File: src/common/lssl_map.svh
// Constants and rule summary for the LED sink shift-latch block
// What this block does
// Each serial clock rising edge shifts serial_in into the shift register.
// Eight current-sink channels, each switched by one latched bit.
// Latch strobe rising edge with bright_load low copies the shift register into the output latch.
// Output latch holds its value at all other times, whatever shifting happens.
// Output enable high (active low pin) turns every channel off.
// Output enable low lets every channel follow its latched bit during the lit slots of the brightness duty period.
// A seven-bit global brightness value, shifted in serially, scales all channels.
// Last shift stage drives serial_out so devices can be chained.
`ifndef LSSL_MAP_SVH
`define LSSL_MAP_SVH
`define LSSL_CHANNELS 8
`define LSSL_BRIGHT_BITS 7
`define LSSL_SHIFT_RESET 8'h00
`define LSSL_LATCH_RESET 8'h00
`define LSSL_BRIGHT_RESET 7'h7f
`define LSSL_PWM_PERIOD 7'h7f
`endif

File: src/common/lssl_pkg.sv
// Types shared by the LED sink shift-latch block
`include "lssl_map.svh"
package lssl_pkg;
  typedef logic [`LSSL_CHANNELS-1:0] lssl_chan_t;
  typedef logic [`LSSL_BRIGHT_BITS-1:0] lssl_bright_t;
endpackage

File: src/core/lssl_core.sv
// Shift register, output latch, enable gating and global brightness PWM
`timescale 1ns/1ps
`include "lssl_map.svh"
module lssl_core
(
  input wire logic mclk, // System clock, 25 MHz
  input wire logic srst, // Synchronous reset, active high
  input wire logic serial_clk, // Serial shift clock pin
  input wire logic serial_in, // Serial data pin
  input wire logic latch_strobe, // Latch strobe pin
  input wire logic enable_n, // Output enable pin, active low
  input wire logic bright_load, // Pin: high while the stream carries brightness
  output logic serial_out, // Chain output, last shift stage
  output lssl_pkg::lssl_chan_t current_sinks, // Channel on when high
  output lssl_pkg::lssl_bright_t brightness // Current global brightness
);
  import lssl_pkg::*;

  logic clk_rise;
  logic din_level;
  logic lat_rise;
  logic en_n_level;
  logic bl_level;
  lssl_chan_t shift_reg;
  lssl_chan_t latch_reg;
  lssl_bright_t bright_reg;
  lssl_bright_t pwm_cnt_reg;
  lssl_chan_t sinks_reg;
  logic take_data;
  logic take_gain;
  logic pwm_wrap;
  logic slot_lit;

  // Shift one bit in at the bottom; the top bit leaves towards the chain output
  function automatic lssl_chan_t shift_one(lssl_chan_t cur, logic bit_in);
    return {cur[`LSSL_CHANNELS-2:0], bit_in};
  endfunction

  // One decoder for both strobe targets, so a data frame and a gain frame never load together
  function automatic logic strobe_hits(logic rise, logic gain_sel, logic want_gain);
    return rise && (gain_sel == want_gain);
  endfunction

  // Last slot of the duty period; the counter never reaches the all-ones value
  function automatic logic period_end(lssl_bright_t cnt);
    return cnt == (`LSSL_PWM_PERIOD - 7'h01);
  endfunction

  // A slot is lit while the counter is below the brightness value
  function automatic logic slot_on(lssl_bright_t cnt, lssl_bright_t level);
    return cnt < level;
  endfunction

  // Every pin passes two flip-flops; the shift clock and strobe use a third stage for their edge
  lssl_sync u_clk
  (
    .mclk(mclk),
    .srst(srst),
    .pin_in(serial_clk),
    .level_out(),
    .rise_out(clk_rise)
  );

  lssl_sync u_din
  (
    .mclk(mclk),
    .srst(srst),
    .pin_in(serial_in),
    .level_out(din_level),
    .rise_out()
  );

  lssl_sync u_lat
  (
    .mclk(mclk),
    .srst(srst),
    .pin_in(latch_strobe),
    .level_out(),
    .rise_out(lat_rise)
  );

  lssl_sync u_en
  (
    .mclk(mclk),
    .srst(srst),
    .pin_in(enable_n),
    .level_out(en_n_level),
    .rise_out()
  );

  lssl_sync u_bl
  (
    .mclk(mclk),
    .srst(srst),
    .pin_in(bright_load),
    .level_out(bl_level),
    .rise_out()
  );

  assign take_data = strobe_hits(lat_rise, bl_level, 1'b0);
  assign take_gain = strobe_hits(lat_rise, bl_level, 1'b1);
  assign pwm_wrap = period_end(pwm_cnt_reg);
  assign slot_lit = slot_on(pwm_cnt_reg, bright_reg);

  // Data is sampled through the same synchroniser depth as the clock, so setup and hold align
  always_ff @(posedge mclk)
  begin
    if (srst)
      shift_reg <= `LSSL_SHIFT_RESET;
    else if (clk_rise)
      shift_reg <= shift_one(shift_reg, din_level);
  end

  assign serial_out = shift_reg[`LSSL_CHANNELS-1];

  // Latch updates only on the strobe edge; brightness frames do not touch channel data
  always_ff @(posedge mclk)
  begin
    if (srst)
      latch_reg <= `LSSL_LATCH_RESET;
    else if (take_data)
      latch_reg <= shift_reg; // see R3
  end

  always_ff @(posedge mclk)
  begin
    if (srst)
      bright_reg <= `LSSL_BRIGHT_RESET;
    else if (take_gain)
      bright_reg <= shift_reg[`LSSL_BRIGHT_BITS-1:0];
  end

  assign brightness = bright_reg;

  always_ff @(posedge mclk)
  begin
    if (srst)
      pwm_cnt_reg <= 7'h00;
    else if (pwm_wrap)
      pwm_cnt_reg <= 7'h00;
    else
      pwm_cnt_reg <= pwm_cnt_reg + 7'h01;
  end

  // Brightness as duty cycle over 127 slots; full scale keeps channels on continuously
  always_ff @(posedge mclk)
  begin
    if (srst)
      sinks_reg <= '0;
    else if (en_n_level)
      sinks_reg <= '0;
    else if (slot_lit)
      sinks_reg <= latch_reg; // see R2 see R6
    else
      sinks_reg <= '0;
  end

  assign current_sinks = sinks_reg;
endmodule

File: src/core/lssl_sync.sv
// Two-flip-flop synchroniser with rising-edge detect on the synchronised level
`timescale 1ns/1ps
module lssl_sync
(
  input wire logic mclk, // System clock
  input wire logic srst, // Synchronous reset, active high
  input wire logic pin_in, // Asynchronous pin
  output logic level_out, // Synchronised level
  output logic rise_out // One-cycle pulse on rising edge
);
  logic stage1_reg;
  logic stage2_reg;
  logic stage3_reg;

  always_ff @(posedge mclk)
  begin
    if (srst)
    begin
      stage1_reg <= 1'b0;
      stage2_reg <= 1'b0;
      stage3_reg <= 1'b0;
    end
    else
    begin
      stage1_reg <= pin_in;
      stage2_reg <= stage1_reg;
      stage3_reg <= stage2_reg;
    end
  end

  assign level_out = stage2_reg;
  assign rise_out = stage2_reg & ~stage3_reg;
endmodule

File: config.mk
export PLATFORM = sky130hd
export DESIGN_NAME = lssl_core
export DESIGN_NICKNAME = d
export VERILOG_FILES = /design/src/common/lssl_pkg.sv /design/src/core/lssl_core.sv /design/src/core/lssl_sync.sv
export VERILOG_INCLUDE_DIRS = /design/src /design/src/common
export SDC_FILE = /design/constraint.sdc
export NUM_CORES = 1
export LEC_CHECK = 0
export ABC_AREA = 1
export BUFFER_PORTS_ARGS = -buffer_cell sky130_fd_sc_hd__buf_2
export CORE_MARGIN = 2
export CORE_UTILIZATION = 55
export DETAILED_ROUTE_END_ITERATION = 10
export PLACE_DENSITY = 0.76
export RECOVER_POWER = 25
export SLEW_MARGIN = 20
export SYNTH_ARGS = -nofsm -noshare
export SYNTH_HDL_FRONTEND = slang
export SYNTH_SLANG_ARGS = --single-unit
File: constraint.sdc
create_clock -name mclk -period 3.57 [get_ports mclk]
set_input_delay 0.1785 -clock mclk [delete_from_list [all_inputs] [get_ports mclk]]
set_output_delay 0.1785 -clock mclk [all_outputs]
set_load 0.01 [all_outputs]
==> metrics.csv, run 1 <==
metric;value;unit
status;finished clean;
R2R cell count;7;
setup TNS;0;ns
global-route wire length before repair;5010;um
switching portion of total power;0.244;
max_slew headroom;0.650;
reg2reg end;current_sinks[7];
CTS Buf Count;5;
main area contributors after synthesis;dfxtp_1, nor2_1, inv_1;
CTS tree;yes;
Port Buffers;22;
Worst setup SP type;flip-flop;
crit path from;brightness[6];
Async S/R FF share, synth;0;
Core ar.;3080;um^2
WL met1;1410;um
sequential area share after synthesis;0.554;
die height;61.3;um
Max Used Layer;met4;
gr usage total;0.186;
Worst R2R Start;brightness[6];
met2 wire len;1320;um
final period utilization;0.416;
pin count of the biggest net entering global routing;26;
DP HPWL;1970;um
Yosys top cell area share;0.554;
crit path capture type;flip-flop;
RD Place Congestion;0.793;
Final Instance Area;2050;um^2
post-synthesis compound-gate area fraction;0.107;
Synth Instances;213;
clk_skew;0.00661;ns
Post-synth EDFFs;0;
final setup vio count;0;
Seq pwr share;0.661;
Leak Pwr;0.984;nW
Yosys reg bits;50;
Die Footprint;3760;um^2
mux cell area share after synthesis;0;
unrepaired setup endpoints after global routing;false;
dpl cells;274;
Synth cell types;25;
setup repair bufs after CTS;0;
post-synthesis adder-cell area fraction;0.0554;
clock buffer depth;2;
Main synth FF type;dfxtp_1;
Initial DRT Pass Iterations;4;
Initial Util;0.587;
root buf cell;clkbuf_4;
CP arrival;1.79;ns
Syn Area/Cell;8.49;um^2
via/cell ratio;4.66;
CTS clk-pin slew, worst paths;0.14;ns
via count;1334;
Core Rows;20;
P_sw;0.218;mW
final hold violation count;0;
diode count;0;
Combinational Power Share;0.064;
IO Count;23;
vias in the first global route;1171;
clock sinks;50;
latest clock arrival within the worst-skew pair;0.36;ns
critical path type;reg2reg;
Area Growth Syn to Fin;13.5;%
layout cells sized above 1;0.145;
fin. max-slew vios;0;
R2R setup slack;2.09;ns
Placement Cell Area;1950;um^2
final net count;257;
slew of the pin with the lowest slew margin;0.523;ns
final non-filler cell total;286;
Hold Crit Class;in2reg;
Post-Synth Simple-Gate Area;0.180;
DRT Wirelength;2910;um
DR WL met3;128;um
Post-Synth XOR/XNOR Area;0.0145;
final core utilization;0.667;
Int Pwr;0.675;mW
Mapped Area;1810;um^2
largest family of logic cells by synthesized area;simple AND/OR/NAND/NOR gates;
routed length per instance;10.2;um
DR iter-0 viols;45;
Tmin final;1.48;ns
H-tree levels;2;
grt ovf;0;
worst vdd ir;0.321;mV
CP required;3.87;ns
commonest cells in the synthesized netlist;dfxtp_1, nor2_1, inv_1, nand2_1, o21ai_0;
max-cap violations;0;
Clock Power Share;0.275;
initial antenna violation count;0;
top cell type by total area after synthesis;dfxtp_1;
PwrDens;435;nW/um^2
Synth Net Count;228;
Die X;61.3;um
count of yosys warnings during synthesis;0;
most frequent cell after synthesis;dfxtp_1;
antenna-violating nets left;0;
DRC viols;0;
CP max FO;8;
f_max;0.673;GHz
Worst Setup EP;current_sinks[7];
worst max-delay path, cell delays in order (launching register included):
cell     delay, ns
dfxtp_1       0.35
inv_1         0.06
ha_1          0.30
nand2_1       0.08
inv_1         0.04
a21oi_1       0.18
nand4_2       0.26
nor2_1        0.16
power groups by stage:
stage                     Sequential, mW  Combinational (mW)  Clock (mW)
final                              0.591              0.0569       0.246
after global routing               0.594              0.0663       0.276
after CTS                          0.591              0.0571       0.257
after detailed placement           0.603              0.0528           0
after global placement             0.603              0.0518           0
after floorplan                    0.602              0.0372           0
cells in the final DEF (no fill, tap or decap), drive strengths merged:
cell type and count:
or3 1, xnor2 1, dfxtp 50, nand4 1, nand3 5, o211ai 6
o21ai 17, nor2 44, ha 8, inv 36, nand2 22, dlygate4sd3 5
clkbuf 5, nand3b 1, nor3 1, and3 1, buf 22, xor2 2
a21oi 12, clkinvlp 2
how the worst min path moves through the flow:
stage                            from                to  slack (ns)  depth (start not counted)
after floorplan                  srst    u_bl.level_out        0.25                          1
after global placement    bright_load   u_bl.stage1_reg        0.38                          3
after detailed placement    serial_in  u_din.stage1_reg        0.39                          3
after CTS                        srst    u_bl.level_out        0.12                          2
after global routing             srst  u_lat.stage3_reg        0.13                          2
final                            srst   u_clk.level_out        0.14                          2
logic make-up (layout without fill, tap and decap cells):
kind of cell / after synthesis / count (layout)
AND/OR/NAND/NOR: 76 / 76
flip-flops: 50 / 50
buffers and inverters: 41 / 70
AO/OA/AOI/OAI: 35 / 35
adder cells (fa/ha/maj): 8 / 8
XOR/XNOR: 3 / 3
through the flow:
stage	total power, mW	hold slack (ns)	setup WS, ns
2_1_floorplan	0.640	0.250	2.24
3_3_place_gp	0.654	0.376	2.16
3_5_place_dp	0.656	0.387	2.09
4_1_cts	0.905	0.122	2.06
5_1_grt	0.937	0.131	1.91
6_report	0.893	0.135	2.09
cell type report:
class                      instances  area, um^2
fill                             275        1030
timing repair buffer              27         160
sequential                        50        1000
clock inverter                     2        15.0
inverter                          36         138
clock buffer                       5        37.5
tap                               44        55.1
multi-input combinational        122         646
metal layers:
metal  GRT usage  up-vias
met5           0        -
met4      0.0821        0
met3      0.0651        4
met2       0.292       24
met1       0.234      580
li1            -      726
repair_timing:
item                                   CTS  global route
endpoints found under the hold margin    5             0
hold buffers                             5             0
gates resized for setup                  0             0
No activity file was read; power rests on OpenSTA's default activity.
==> inputs of run 2 (changes only) <==
==> constraint.sdc (replaced) <==
create_clock -name mclk -period 1.4 [get_ports mclk]
set_input_delay 0.07 -clock mclk [delete_from_list [all_inputs] [get_ports mclk]]
set_output_delay 0.07 -clock mclk [all_outputs]
set_load 0.01 [all_outputs]
==> metrics.csv, run 2 (synthesized netlist as in run 1, its figures left out) <==
metric;value;unit;change
clk_skew;0.00766;ns;+0.00105 ns
final hold violation count;0;;unchanged
RD Place Congestion;0.775;;-2.3%
f_max;0.770;GHz;+14%
Core ar.;3080;um^2;unchanged
CP required;1.72;ns;-2.15 ns
crit path capture type;flip-flop;;
Worst R2R Start;brightness[4];;
slew of the pin with the lowest slew margin;0.245;ns;-0.278 ns
DR iter-0 viols;35;;-22%
worst vdd ir;1.00;mV;+210%
fin. max-slew vios;0;;unchanged
dpl ws;-0.0641;ns;-2.16 ns
clock buffer depth;2;;unchanged
setup TNS;0;ns;unchanged
DRC viols;0;;unchanged
initial antenna violation count;0;;unchanged
clock sinks;50;;unchanged
CP delay by family, top;simple AND/OR/NAND/NOR gates;;
final period utilization;0.928;;+0.512
max_slew headroom;0.837;;+0.186
Placement Cell Area;1970;um^2;+1.2%
CP arrival;1.61;ns;-0.18 ns
Port Buffers;22;;unchanged
Clock Power Share;0.297;;+0.022
crit-path cells;inv_2 > ha_4 > nand2_2 > nand2_2 > a21oi_4 > nand4_4 > nor2_1;;
Worst path max stage delay;0.36;ns;about the same
critical path type;reg2reg;;
Int Pwr;1.80;mW;+170%
area of the multi-input gates;727;um^2;+13%
post-route setup slack;0.101;ns;-1.98 ns
Initial Util;0.587;;unchanged
gr usage total;0.185;;-0.00175
antenna-violating nets left;0;;unchanged
CTS clk-pin slew, worst paths;0.14;ns;about the same
final net count;261;;+1.6%
CTS Buf Count;5;;unchanged
H-tree levels;2;;unchanged
worst path buffer plus inverter count;1;;-1
Seq pwr share;0.635;;-0.026
IO Count;23;;unchanged
routed length per instance;10.5;um;+2.7%
via/cell ratio;4.63;;-0.69%
leading cell type in the layout, fill and taps excluded;dfxtp_1;;
PwrDens;1090;nW/um^2;+150%
Final Instance Area;2190;um^2;+6.5%
Die X;61.3;um;unchanged
Area Growth Syn to Fin;20.9;%;
final hold slack;0.0249;ns;-0.110 ns
Register Area;1010;um^2;+1.0%
Leak Pwr;0.994;nW;+0.93%
Hold Crit Class;in2reg;;
Initial DRT Pass Iterations;4;;unchanged
die height;61.3;um;unchanged
R2R setup slack;0.10;ns;-1.98 ns
worst hold path startpoint;srst;;
cell mode on critical path;nand2_2;;
Core Rows;20;;unchanged
vias in the first global route;1201;;+2.6%
diode count;0;;unchanged
Tmin final;1.30;ns;-0.185 ns
layout cells sized above 1;0.247;;+0.102
DRT Wirelength;3050;um;+4.5%
CP max FO;8;;unchanged
commonest non-fill, non-tap cells in the layout;dfxtp_1, nor2_1, inv_1;;
max-cap violations;0;;unchanged
root buf cell;clkbuf_4;;
pin count of the biggest net entering global routing;26;;unchanged
Critical Path Slowest Stage Cell;dfxtp_2;;
grt ovf;0;;unchanged
via count;1348;;+1.0%
Combinational Power Share;0.068;;+0.004
status;finished clean;;
final setup vio count;0;;unchanged
CTS tree;yes;;
P_sw;0.576;mW;+160%
latest clock arrival within the worst-skew pair;0.37;ns;about the same
Worst setup SP type;flip-flop;;
unrepaired setup endpoints after global routing;false;;
crit path from;brightness[4];;
global-route wire length before repair;5020;um;+0.28%
switching portion of total power;0.243;;-0.00112
DP HPWL;2040;um;+3.6%
Filler cells;252;;-8.4%
Die Footprint;3760;um^2;unchanged
## run 2: layout make-up
| class | instances | share of cell area |
|---|---|---|
| Tap cell | 44 | 0.0252 |
| Clock inverter | 2 | 0.00801 |
| Multi-Input combinational cell | 122 | 0.333 |
| Timing Repair Buffer | 31 | 0.0853 |
| Clock buffer | 6 | 0.0235 |
| Sequential cell | 50 | 0.463 |
| Inverter | 36 | 0.0630 |
## run 2: repair_timing
| action | 4_1_cts | 5_1_grt |
|---|---|---|
| endpoints found under the setup margin | 8 | 8 |
| resized for setup | 2 | 24 |
| setup buffers | 0 | 1 |
| hold buffers | 5 | 0 |
| pin swaps | 1 | 9 |
| endpoints found under the hold margin | 5 | 0 |
## run 2: power by group through the flow
stage | clock network (mW) | logic, mW | registers [mW]
final | 0.706 | 0.161 | 1.51
after detailed placement | 0 | 0.143 | 1.54
after floorplan | 0 | 0.0950 | 1.54
after global routing | 0.786 | 0.184 | 1.51
after CTS | 0.737 | 0.157 | 1.51
after global placement | 0 | 0.140 | 1.54
## run 2: per-stage QoR
| step | cells | util | total power, mW |
|---|---|---|---|
| global placement | 277 | 0.641 | 1.68 |
| floorplan | 213 | - | 1.63 |
| CTS | 290 | 0.683 | 2.40 |
| global route | 291 | 0.710 | 2.48 |
| detailed placement | 277 | 0.641 | 1.68 |
| finish | 291 | 0.710 | 2.37 |
## run 2: path summary, 6_finish.rpt
check | depth (start not counted) | to
setup / recovery | 7 | current_sinks[4]
hold / removal | 2 | u_bl.stage1_reg
setup reg to reg | 7 | current_sinks[4]
hold reg to reg | 2 | u_din.level_out
## run 2: metal layers
metal / part of all wire / up-vias / GRT usage
met3: 0.055 / 5 / 0.0777
met2: 0.45 / 29 / 0.289
li1: - / 729 / -
met1: 0.48 / 585 / 0.230
met5: 0 / - / 0
met4: 0.016 / 0 / 0.0669
==> inputs of run 3 (changes only) <==
--- a/config.mk
+++ b/config.mk
@@ -13,6 +13,7 @@
 export DETAILED_ROUTE_END_ITERATION = 10
 export PLACE_DENSITY = 0.76
 export RECOVER_POWER = 25
+export REMOVE_ABC_BUFFERS = 1
 export SLEW_MARGIN = 20
 export SYNTH_ARGS = -nofsm -noshare
 export SYNTH_HDL_FRONTEND = slang
==> metrics.csv, run 3 (synthesized netlist as in run 1, its figures left out) <==
metric;value;unit;change
status;finished clean;;
CP required;1.71;ns;about the same
R2R setup slack;0.08;ns;-0.02 ns
final core utilization;0.711;;about the same
max-cap violations;0;;unchanged
Area Growth Syn to Fin;21.0;%;about the same
CTS Buf Count;5;;unchanged
Leak Pwr;0.988;nW;-0.59%
dpl ws;-0.0563;ns;+0.00776 ns
DP HPWL;2000;um;-2.2%
setup TNS;0;ns;unchanged
crit path capture type;flip-flop;;
cell mode on critical path;nand2_1;;
switching portion of total power;0.242;;-0.000863
post-route setup slack;0.0812;ns;-0.0194 ns
CP delay by family, top;simple AND/OR/NAND/NOR gates;;
DR iter-0 viols;71;;+100%
initial antenna violation count;0;;unchanged
Die Footprint;3760;um^2;unchanged
final hold violation count;0;;unchanged
final non-filler cell total;292;;+0.34%
Filler cells;255;;+1.2%
f_max;0.758;GHz;-1.5%
grt ovf;0;;unchanged
P_sw;0.574;mW;-0.39%
Combinational Power Share;0.068;;about the same
Initial DRT Pass Iterations;4;;unchanged
worst hold path startpoint;srst;;
Int Pwr;1.80;mW;about the same
hold path cells;3;;+1
leading cell type in the layout, fill and taps excluded;dfxtp_1;;
slew of the pin with the lowest slew margin;0.266;ns;+0.0210 ns
DRC viols;0;;unchanged
clock buffer depth;2;;unchanged
clk_skew;0.00709;ns;-0.000574 ns
clock sinks;50;;unchanged
root buf cell;clkbuf_4;;
final hold slack;0.0585;ns;+0.0335 ns
final setup vio count;0;;unchanged
via/cell ratio;4.66;;+0.54%
Placement Cell Area;1980;um^2;+0.38%
vias in the first global route;1220;;+1.6%
gr usage total;0.183;;-0.00191
latest clock arrival within the worst-skew pair;0.36;ns;about the same
CTS clk-pin slew, worst paths;0.14;ns;about the same
pin count of the biggest net entering global routing;26;;unchanged
DRT Wirelength;2950;um;-3.3%
Seq pwr share;0.634;;about the same
Die X;61.3;um;unchanged
antenna-violating nets left;0;;unchanged
Clock Power Share;0.297;;about the same
dpl cells;278;;+0.36%
final net count;262;;+0.38%
Core Rows;20;;unchanged
commonest non-fill, non-tap cells in the layout;dfxtp_1, nor2_1, inv_1;;
H-tree levels;2;;unchanged
RD Place Congestion;0.753;;-2.9%
global-route wire length before repair;5000;um;-0.56%
via count;1360;;+0.89%
Worst path max stage delay;0.41;ns;+0.05 ns
worst path buffer plus inverter count;0;;-1
crit-path cells;ha_4 > nand2_1 > nand2_1 > a21oi_2 > nand4_4 > nor2_1;;
routed length per instance;10.1;um;-3.6%
Power, Total;2.37;mW;about the same
worst vdd ir;0.701;mV;-30%
Tmin final;1.32;ns;+0.0194 ns
Worst setup SP type;flip-flop;;
Core ar.;3080;um^2;unchanged
reg2reg end;current_sinks[4];;
CP arrival;1.63;ns;+0.02 ns
Hold Path Sink;brightness[0];;
CTS tree;yes;;
diode count;0;;unchanged
fin. max-slew vios;0;;unchanged
critical path type;reg2reg;;
die height;61.3;um;unchanged
layout cells sized above 1;0.242;;-0.00503
Port Buffers;22;;unchanged
R2R cell count;6;;-1
CP max FO;8;;unchanged
IO Count;23;;unchanged
max_slew headroom;0.823;;-0.0142
Initial Util;0.587;;unchanged
Final Instance Area;2190;um^2;about the same
PwrDens;1080;nW/um^2;about the same
Worst R2R Start;pwm_cnt_reg[4];;
final period utilization;0.942;;+0.0138
Critical Path Slowest Stage Cell;dfxtp_2;;
Hold Crit Class;in2reg;;
run 3: power by group through the flow:
stage / Clock [mW] / Sequential [mW] / Combinational [mW]
after global placement: 0 / 1.53 / 0.143
after detailed placement: 0 / 1.54 / 0.146
after global routing: 0.792 / 1.51 / 0.188
final: 0.705 / 1.51 / 0.162
after CTS: 0.723 / 1.50 / 0.159
after floorplan: 0 / 1.54 / 0.0880
run 3: cell type report:
class,instances,area (um^2),share of cell area
clock inverter,2,16.3,0.00744
multi-input combinational,122,722,0.330
inverter,36,138,0.0629
timing repair buffer,32,194,0.0887
tap,44,55.1,0.0252
sequential,50,1010,0.462
clock buffer,6,51.3,0.0235
run 3: worst reg2reg max path: stages (launching register included):
cell and delay [ns]:
dfxtp_2 0.41, ha_4 0.22, nand2_1 0.06, nand2_1 0.06, a21oi_2 0.19, nand4_4 0.20
nor2_1 0.13
run 3: how the worst max path moves through the flow:
stage | cells past startpoint | startpoint | end | slack, ns
floorplan | 7 | brightness[6] | current_sinks[0] | 0.07
global placement | 7 | brightness[4] | current_sinks[3] | 0.009
detailed placement | 7 | brightness[6] | current_sinks[6] | -0.06
CTS | 9 | brightness[1] | current_sinks[6] | 0.004
global route | 9 | brightness[1] | current_sinks[4] | -0.002
finish | 6 | pwm_cnt_reg[4] | current_sinks[4] | 0.08
run 3: metal layers:
layer | vias to the layer above | GRT usage | wire length (um)
met4 | 0 | 0.0912 | 62
met5 | - | 0 | 0
li1 | 736 | - | -
met3 | 8 | 0.0567 | 141
met2 | 25 | 0.296 | 1340
met1 | 591 | 0.220 | 1400
run 3: timing repair:
action | CTS | global route
resized for setup | 2 | 21
setup endpoints to repair | 8 | 8
buffers inserted | 0 | 1
hold buffers | 5 | 0
hold endpoints to repair | 5 | 0
pin swaps | 1 | 9
